===== src/flpt_pkg.sv =====
// Constants shared by the fan lookup-table PWM and tach block
package flpt_pkg;
    localparam int          CLK_HZ          = 50000000;
    localparam int          TACH_CLK_HZ     = 90000;
    localparam int          TACH_DIV        = CLK_HZ / TACH_CLK_HZ;
    localparam logic [9:0]  TACH_DIV_LAST   = 10'(TACH_DIV - 1);
    localparam int          LUT_ENTRIES     = 12;
    localparam logic [7:0]  REG_TACH_LOW    = 8'h46;
    localparam logic [7:0]  REG_TACH_HIGH   = 8'h47;
    localparam logic [7:0]  DUTY_FULL       = 8'hFF;
    localparam logic [7:0]  STEP_HIRES      = 8'h01;
    localparam logic [7:0]  STEP_LORES      = 8'h10;
    localparam logic [15:0] TACH_MAX        = 16'hFFFF;
    localparam logic [7:0]  REG_BETA_EN     = 8'h00;
    localparam int          DIV_HALF_DEG    = 1;
    localparam int          DIV_WHOLE_DEG   = 2;
endpackage


===== src/flpt_top.sv =====
// Fan speed control: lookup table, hysteresis, ramp, critical force, tach counter
// Summary of operation
// - Falling temperature compares against setpoints lowered by the hysteresis amount.
// - An active critical-temperature output forces full duty at once, skipping ramp and table.
// - Duty moves one resolution step (1/256 or 1/16) per ramp interval until target.
// - One ramp interval setting applies to all table transitions.
// - The tach counter counts 90 kHz ticks across two fan tach periods, one revolution of a two-pulse fan.
// - The tach count reads as low byte at 0x46 and high byte at 0x47.
// - A beta-compensation enable selects integrated transistor or discrete diode mode.
// - Twelve temperature and duty pairs; at or below the first setpoint (less the hysteresis when falling) the target duty is zero.
// - Setpoint comparison resolution is selectable as 1 degC or 0.5 degC.
`timescale 1ns/1ps
module flpt_top
    import flpt_pkg::*;
(
    input  wire logic                    i_clk,
    input  wire logic                    i_nrst,
    input  wire logic [8:0]              i_temp,
    input  wire logic                    i_crit,
    input  wire logic [8*LUT_ENTRIES-1:0] i_lut_temp,
    input  wire logic [8*LUT_ENTRIES-1:0] i_lut_duty,
    input  wire logic [7:0]              i_hyst,
    input  wire logic                    i_half_deg,
    input  wire logic                    i_hires,
    input  wire logic [23:0]             i_ramp_cycles,
    input  wire logic                    i_beta_en,
    input  wire logic                    i_tach,
    input  wire logic [7:0]              i_rd_addr,
    output logic [7:0]                   o_rd_data,
    output logic [7:0]                   o_duty,
    output logic                         o_critical_temp_output,
    output logic                         o_beta_mode
);
    // i_temp: degC in 8.1 fixed point; setpoints in whole degC
    logic        tach_s;
    logic        crit_s;
    logic [8:0]  temp_q;
    logic        falling_q;
    logic        falling_d;
    logic [7:0]  target_d;
    logic [7:0]  duty_q;
    logic [23:0] ramp_cnt_q;
    logic [9:0]  div_q;
    logic        tick_q;
    logic        tach_prev_q;
    logic [15:0] tach_run_q;
    logic [15:0] tach_cnt_q;
    logic [15:0] tach_run_d;
    logic        tach_rise;
    logic        tach_half_q;
    logic [7:0]  step;
    logic [8:0]  cmp_temp;

    // Tach line idles high behind its pull-up
    flpt_sync #(.RST_VAL(1'b1)) u_sync_tach
    (
        .i_clk  (i_clk),
        .i_nrst (i_nrst),
        .i_d    (i_tach),
        .o_q    (tach_s)
    );

    flpt_sync u_sync_crit
    (
        .i_clk  (i_clk),
        .i_nrst (i_nrst),
        .i_d    (i_crit),
        .o_q    (crit_s)
    );

    // Direction tracking
    always_ff @(posedge i_clk or negedge i_nrst)
    begin
        if (!i_nrst)
        begin
            temp_q    <= 9'h000;
            falling_q <= 1'b0;
        end
        else
        begin
            temp_q <= i_temp;
            if (i_temp < temp_q)
                falling_q <= 1'b1;
            else if (i_temp > temp_q)
                falling_q <= 1'b0;
        end
    end

    // Direction from the live sample, so the table never uses a stale flag
    assign falling_d = (i_temp < temp_q) ? 1'b1 : (i_temp > temp_q) ? 1'b0 : falling_q;

    // Whole-degree mode drops the half bit before comparing
    assign cmp_temp = i_half_deg ? i_temp : {i_temp[8:1], 1'b0};

    always_comb
    begin
        logic [9:0] sp;
        sp       = 10'h000;
        target_d = 8'h00;
        for (int i = 0; i < LUT_ENTRIES; i++)
        begin
            sp = {1'b0, i_lut_temp[8*i +: 8], 1'b0};
            if (falling_d)
                sp = (sp > {1'b0, i_hyst, 1'b0}) ? sp - {1'b0, i_hyst, 1'b0} : 10'h000;
            // Rising direction uses the setpoint unchanged
            if ({1'b0, cmp_temp} > sp)
                target_d = i_lut_duty[8*i +: 8];
        end
    end

    assign step = i_hires ? STEP_HIRES : STEP_LORES;

    // Ramp: a single interval setting for every transition
    always_ff @(posedge i_clk or negedge i_nrst)
    begin
        if (!i_nrst)
        begin
            duty_q     <= 8'h00;
            ramp_cnt_q <= 24'h000000;
        end
        else if (crit_s)
        begin
            duty_q     <= DUTY_FULL;
            ramp_cnt_q <= 24'h000000;
        end
        else if (duty_q == target_d)
            ramp_cnt_q <= 24'h000000;
        else if (ramp_cnt_q >= i_ramp_cycles)
        begin
            ramp_cnt_q <= 24'h000000;
            if (duty_q < target_d)
                duty_q <= (target_d - duty_q < step) ? target_d : duty_q + step;
            else
                duty_q <= (duty_q - target_d < step) ? target_d : duty_q - step;
        end
        else
            ramp_cnt_q <= ramp_cnt_q + 24'h000001;
    end

    // 90 kHz tick from the system clock
    always_ff @(posedge i_clk or negedge i_nrst)
    begin
        if (!i_nrst)
        begin
            div_q  <= 10'h000;
            tick_q <= 1'b0;
        end
        else
        begin
            tick_q <= (div_q == TACH_DIV_LAST);
            div_q  <= (div_q == TACH_DIV_LAST) ? 10'h000 : div_q + 10'h001;
        end
    end

    assign tach_rise  = tach_s && !tach_prev_q;
    // A tick on the capture edge belongs to the closing period, so none is lost
    assign tach_run_d = (tick_q && tach_run_q != TACH_MAX) ? tach_run_q + 16'h0001 : tach_run_q;

    // One revolution of a two-pulse fan spans two rising edges; saturates when stalled
    always_ff @(posedge i_clk or negedge i_nrst)
    begin
        if (!i_nrst)
        begin
            tach_prev_q <= 1'b1;
            tach_half_q <= 1'b0;
            tach_run_q  <= 16'h0000;
            tach_cnt_q  <= TACH_MAX;
        end
        else
        begin
            tach_prev_q <= tach_s;
            if (tach_rise)
                tach_half_q <= !tach_half_q;
            if (tach_rise && tach_half_q)
            begin
                tach_cnt_q <= tach_run_d;
                tach_run_q <= 16'h0000;
            end
            else
            begin
                tach_run_q <= tach_run_d;
                if (tach_run_d == TACH_MAX)
                    tach_cnt_q <= TACH_MAX;
            end
        end
    end

    // Outputs and register read port
    always_ff @(posedge i_clk or negedge i_nrst)
    begin
        if (!i_nrst)
        begin
            o_rd_data              <= 8'h00;
            o_duty                 <= 8'h00;
            o_critical_temp_output <= 1'b0;
            o_beta_mode            <= 1'b0;
        end
        else
        begin
            o_duty                 <= crit_s ? DUTY_FULL : duty_q;
            o_critical_temp_output <= crit_s;
            o_beta_mode            <= i_beta_en;
            unique case (i_rd_addr)
                REG_TACH_LOW:  o_rd_data <= tach_cnt_q[7:0];
                REG_TACH_HIGH: o_rd_data <= tach_cnt_q[15:8];
                default:       o_rd_data <= 8'h00;
            endcase
        end
    end
endmodule


===== src/flpt_sync.sv =====
// Two-flop synchroniser for one asynchronous level
`timescale 1ns/1ps
module flpt_sync
#(
    parameter logic RST_VAL = 1'b0
)
(
    input  wire logic i_clk,
    input  wire logic i_nrst,
    input  wire logic i_d,
    output logic      o_q
);
    logic meta_q;

    always_ff @(posedge i_clk or negedge i_nrst)
    begin
        // Reset to the pin's idle level, so no false edge follows reset
        if (!i_nrst)
        begin
            meta_q <= RST_VAL;
            o_q    <= RST_VAL;
        end
        else
        begin
            meta_q <= i_d;
            o_q    <= meta_q;
        end
    end
endmodule


===== config.mk =====
export PLATFORM = sky130hd
export DESIGN_NAME = flpt_top
export DESIGN_NICKNAME = d
export VERILOG_FILES = /design/src/flpt_pkg.sv /design/src/flpt_top.sv /design/src/flpt_sync.sv
export SDC_FILE = /design/constraint.sdc
export NUM_CORES = 1
export LEC_CHECK = 0
export ABC_CLOCK_PERIOD_IN_PS = 23400
export BUFFER_PORTS_ARGS = -buffer_cell sky130_fd_sc_hd__buf_2
export CAP_MARGIN = 20
export CORE_ASPECT_RATIO = 1.75
export CORE_MARGIN = 4
export CORE_UTILIZATION = 57
export CTS_CLUSTER_DIAMETER = 80
export DETAILED_ROUTE_END_ITERATION = 8
export GPL_ROUTABILITY_DRIVEN = 0
export GPL_TIMING_DRIVEN = 1
export MAX_ROUTING_LAYER = met4
export PLACE_DENSITY = 0.81
export SLEW_MARGIN = 5
export SYNTH_ARGS = -nofsm -noshare
export SYNTH_HDL_FRONTEND = slang
export SYNTH_SLANG_ARGS = --single-unit

===== constraint.sdc =====
create_clock -name i_clk -period 23.4 [get_ports i_clk]
set_clock_uncertainty 0.1 [all_clocks]
set_input_delay 4.68 -clock i_clk [delete_from_list [all_inputs] [get_ports i_clk]]
set_output_delay 4.68 -clock i_clk [all_outputs]
set_load 0.02 [all_outputs]

==> Yosys cells after proc, flatten, opt, wreduce, memory -nomap -nowiden <==
Cells that the tools add are included.
{ "op_classes": {"reduce_logical": 8, "n_mux": 56, "eq_ne": 7, "add_sub_neg": 19, "n_lt_le_gt_ge": 30} }
{ "op_table": {"columns": ["op", "n"], "rows": [
  ["$mux W10", 25],
  ["$mux W8", 19],
  ["$gt A9 B10 Y1", 12],
  ["$sub A9 B9 Y10", 12],
  ["$gt A9 B9 Y1", 13],
  ["$mux W24", 3],
  ["$mux W16", 4],
  ["$add A24 B1 Y24 const B", 1],
  ["$ge A24 B24 Y1", 1],
  ["$add A16 B1 Y16 const B", 1],
  ["$eq A16 B16 Y1 const B", 1],
  ["$eq A8 B7 Y1 const B", 2],
  ["$lt A8 B5 Y1", 2],
  ["$ne A16 B16 Y1 const B", 1],
  ["$pmux W8 S2", 1],
  ["$sub A8 B8 Y8", 2],
  ["$add A10 B1 Y10 const B", 1],
  ["$eq A10 B10 Y1 const B", 1],
  ["$lt A9 B9 Y1", 1],
  ["$add A8 B5 Y8", 1],
  ["$eq A8 B8 Y1", 1],
  ["$lt A8 B8 Y1", 1],
  ["$sub A8 B5 Y8", 1],
  ["$mux W5", 1],
  ["other kinds (6)", 12]
]} }
{ "totals": {"output_inout_bits": 18, "wordCells": 138, "inputBits": 248, "ff_bits": 109} }

==> Depth between registers and ports, before layout <==
{ "depth": {"ltp_word": 24, "ltp_mapped": 42} }

==> Cells and area by module <==
Synthesis repeated with hierarchy kept, for this count alone.
{ "unflattened": {"hier_cells": 1818, "hier_area_um2": 14931.8} }
{ "modules_own_cells": {"columns": ["mod", "cells_each", "instances", "area_each_um2"], "rows": [
  ["flpt_top", 1814, 1, 14829.2],
  ["flpt_sync (u_sync_tach)", 2, 1, 52.6],
  ["flpt_sync (u_sync_crit)", 2, 1, 50.0]
]} }

==> Least setup slack after synthesis <==
No wires, ideal clock.
{ "synth_path": {"path_kind": "input -> register", "start": "input i_temp[8]", "end": "register duty_q[4]", "setup_time_ps": 82, "required_time_ps": 23218, "path_slack_ps": 10673, "t_arrival_ps": 12545, "cell_stages": 40, "path_cell_list": "ha_1 > and4_4 > or3b_1 > o21ai_2 > nor2_2 > buf_2 > clkbuf_1 > nor3b_1 > a22oi_1 > ha_1 > nand2_1 > o21bai_1 > a221o_1 > a21oi_1 > o21a_1 > clkbuf_1 > nand3_1 > a31o_2 > (+4 left out) > clkbuf_1 > nand2_1 > nor2_1 > a31oi_1 > o31a_1 > and2_1 > inv_1 > a22oi_1 > xnor2_1 > ha_1 > a2111oi_0 > o21a_1 > a31o_2 > o221ai_1 > a2111o_1 > buf_6 > or3_1 > a31oi_1"} }
{ "synth_via": {"elab_chain_cells": 24, "elab_cells_between_ends": 54, "classes_between": "2 x add/sub; 17 x order compare; 2 x eq/ne; 32 x mux; 1 x reduce/logical"} }
{ "synth_lines": {"columns": ["element", "line", "rtl"], "rows": [
  ["start, declared", "flpt_top.sv:18", "input wire logic [8:0] i_temp,"],
  ["$gt A9 B9 Y1", "flpt_top.sv:90", "assign falling_d = (i_temp < temp_q) ? 1'b1 : (i_temp > temp_q) ? 1'b0 : falling_q;"],
  ["$mux W1", null, null],
  ["$mux W1", "flpt_top.sv:90", null],
  ["$mux W10", "flpt_top.sv:103", "if (falling_d)"],
  ["$gt A9 B10 Y1", "flpt_top.sv:106", "if ({1'b0, cmp_temp} > sp)"],
  ["$mux W8 (11 in series)", "flpt_top.sv:106", null],
  ["$mux W8 (*)", "flpt_top.sv:106", null],
  ["$sub A8 B8 Y8 (on tied branches)", "flpt_top.sv:134, flpt_top.sv:132", null],
  ["$lt A8 B5 Y1 (on tied branches)", "flpt_top.sv:134, flpt_top.sv:132", null],
  ["$mux W8 (on tied branches)", "flpt_top.sv:134, flpt_top.sv:132", null],
  ["$mux W8", "flpt_top.sv:131", "if (duty_q < target_d)"],
  ["$mux W8", "flpt_top.sv:128", "else if (ramp_cnt_q >= i_ramp_cycles)"],
  ["$mux W8", "flpt_top.sv:126", "else if (duty_q == target_d)"],
  ["$mux W8", "flpt_top.sv:121", "else if (crit_s)"],
  ["end signal, assigned", "flpt_top.sv:132", "duty_q <= (target_d - duty_q < step) ? target_d : duty_q + step;"],
  ["end signal, assigned", "flpt_top.sv:134", "duty_q <= (duty_q - target_d < step) ? target_d : duty_q - step;"],
  ["end, declared", "flpt_top.sv:41", "logic [7:0] duty_q;"]
]} }
Mark *: on every way between the ends. The rest lies on a longest branch, timed or not. The select of a mux whose other input is x is not followed.
A chain may end at the register's enable or synchronous reset.

==> Worst setup path after layout <==
{ "layout_path": {"start": "input i_temp[4]", "end": "register duty_q[4]"} }
Same word-level chain as after synthesis.

==> impl_metrics.py <==
metrics = {
    "run_status": {
        "status": "finished clean",
    },
    "worst_setup_path": {
        "cp.required_ns": 23.60,
        "rr_worst_depth": 37,
        "crit_type": "in -> reg",
        "worstPathArrival_ns": 14.65,
        "cp-start-kind": "primary input",
        "cp_slowest_cell": "a2111oi_0",
        "crit_top_cell": "ha_1",
        "crit_path_max_incr_delay_ns": 0.79,
        "cp_max_fo": 54,
        "cp-end-kind": "flop",
    },
    "sta": {
        "tns_ns": 0,
        "fmax_mhz": 69.2,
        "worst_pin_slew_ns": 0.890,
        "slew_viol_final": 0,
        "relSlewSlack": 0.391,
        "finalHoldViolations": 0,
        "layout_min_cycle_time_ns": 14.45,
        "period_share": 0.617,
        "setup_viol": 0,
        "layout_setup_ws_ns": 8.95,
        "rsz0062_at_grt": "false",
    },
    "synth": {
        "synth-seq-area-share": 0.188,
        "synth_cell_types": 85,
        "synthTopCellsByArea": "ha_1 (21%), dfrtp_1 (15%), a22oi_1 (4.7%)",
        "synth_edf_count": 0,
        "synth_area_um2": 14600,
        "avgSynthCellArea_um2": 8.21,
        "async_reset_ff_frac": 1.00,
        "netlist.area_leader.share": 0.212,
        "synth_warnings": 0,
        "syn-num-nets": 2292,
        "postSynthCellCount": 1783,
        "synth_seq_cells": 109,
        "synth_top_area_cell": "ha_1",
        "synth_flop_cell": "dfrtp_1",
    },
    "cells_and_area": {
        "final_common_cell": "buf_2",
        "syn2layout_area_growth_pct": 13.5,
        "nets": 2537,
        "layout-drive-gt1-share": 0.175,
        "layout_common_cells": "buf_2 (264), ha_1 (248), nor2_1 (175)",
    },
    "clocking": {
        "cts-resized-gates": 0,
        "cts.clk_slew.worst_paths_ns": 0.08,
        "cts_buffers": 9,
        "hold_buffers": 0,
        "htree_levels": 3,
        "clock_path_buffers": 2,
        "clock_sinks": 109,
        "cts_tree": "yes",
        "cts_setup_buffers": 0,
        "insertion_delay_ns": 0.38,
        "cts-root-buf": "clkbuf_16",
    },
    "floorplan": {
        "num_io_pins": 266,
        "start_util": 0.578,
        "die_area_um2": 28400,
        "die_w_um": 129,
        "core-area_um2": 25300,
        "rows": 77,
        "die_y_um": 220,
    },
    "placement": {
        "dpl.hpwl_mm": 39.3,
        "pre_cts_ws_ns": 8.77,
        "numPortBuffers": 265,
    },
    "global_routing": {
        "grt_pass1_vias": 15600,
        "antenna_found_initial": 11,
        "globalRouteTotalUtil": 0.345,
        "gr-total-overflow": 0,
        "grt_pass1_wl_mm": 75.6,
        "grt_max_degree": 61,
    },
    "worst_hold_path": {
        "holdPathStages": 0,
        "min_path_type": "reg -> reg",
    },
    "routing": {
        "drcViolationCount": 0,
        "drtPass1Iterations": 5,
        "finalWirelength_mm": 49.2,
        "drt_iter0_markers": 1115,
        "avgViaCountPerCell": 6.59,
        "ant_nets": 0,
        "via_count": 15600,
        "drt-wirelength-per-cell_um": 20.8,
    },
    "pwr": {
        "peakVddDrop_mv": 0.0342,
        "pwr_density_cell_nw_per_um2": 56.9,
        "power_mw": 0.946,
        "leakage_nw": 8.05,
    },
    "run": {
        "drv_cap": 0,
    },
}
-- per-stage QoR --
stage / utilization / hold WS, ns / area (µm²) / std cells
detailed placement: 0.642 / 0.239 / 16300 / 2332
global placement: 0.642 / 0.245 / 16300 / 2332
CTS: 0.654 / 0.263 / 16600 / 2348
floorplan: - / 0.231 / 14600 / 1783
finish: 0.656 / 0.261 / 16600 / 2361
global route: 0.656 / 0.264 / 16600 / 2360
-- per-layer routing --
metal / vias to the layer above / share of wire / global-route usage
met3: 257 / 0.073 / 0.0635
li1: 7221 / - / -
met4: 0 / 0.077 / 0.243
met2: 754 / 0.50 / 0.606
met1: 7327 / 0.35 / 0.336
met5: - / 0 / -
-- Yosys cell counts (24+ instances only) --
cell type and n:
a22oi_1 91, o21a_1 37, nand4_1 44, nand2_1 104
a21o_1 49, xor2_1 49, ha_1 248, a21oi_1 94
nor2b_1 32, xnor2_1 61, o21ai_0 64, nor3_1 31
and3_1 28, clkbuf_1 36, inv_1 121, dfrtp_1 90
nor2_1 176, a211oi_1 24, nand3_1 53
-- worst max-delay path: cells and delay by family --
kind / cells / cell delay, ns
and+or+nand+nor: 11 / 2.77
buffers and inverters: 4 / 1.13
AOI/OAI and AO/OA: 17 / 4.53
xor gates and xnor gates: 1 / 0.15
adders and majority gates: 4 / 1.37
-- cell type report --
class                      count  area [µm²]
clock inverter                 7        77.6
timing repair buffer         277        1420
clock buffer                   9         225
tap                          316         395
sequential                   109        2750
multi-input combinational   1510       11300
antenna                       12        30.0
inverter                     121         454
fill                        2183        8720
-- path summary, 6_finish.rpt --
check	endpoint	slack (ns)	from
setup / recovery	duty_q[4]$_DFFE_PN0P_	8.95	i_temp[4]
hold / removal	u_sync_tach.o_q$_DFF_PN1_	0.26	u_sync_tach.meta_q$_DFF_PN1_
setup reg to reg	duty_q[4]$_DFFE_PN0P_	13.27	temp_q[1]$_DFF_PN0_
hold reg to reg	u_sync_tach.o_q$_DFF_PN1_	0.26	u_sync_tach.meta_q$_DFF_PN1_
max in group asynchronous	tach_run_q[1]$_DFF_PN0_	17.73	i_nrst
min in group asynchronous	ramp_cnt_q[12]$_DFF_PN0_	4.22	i_nrst
-- kinds of logic after synthesis --
family	Yosys count	synth area share
compound gates	551	0.266
buf+inv	164	0.0433
simple gates	564	0.190
mux	24	0.0168
flops	109	0.188
xor+xnor	110	0.0658
fa+ha+maj	261	0.230
-- report_power, final --
| group | leakage (nW) | total (mW) | internal, mW | switching [mW] |
|---|---|---|---|---|
| Combinational | 6.58 | 0.559 | 0.225 | 0.334 |
| Clock | 0.149 | 0.160 | 0.0761 | 0.0835 |
| Sequential | 1.32 | 0.227 | 0.216 | 0.0110 |
-- registers in the layout, summed over array words and instances, names as in the netlist, 8 cells and up --
| signal | flops |
|---|---|
| o_rd_data | 8 |
| ramp_cnt_q | 24 |
| duty_q | 8 |
| tach_run_q | 16 |
| o_duty | 8 |
| div_q | 10 |
| tach_cnt_q | 16 |
| temp_q | 9 |
Note: power is estimated with default switching activity, not from simulation.
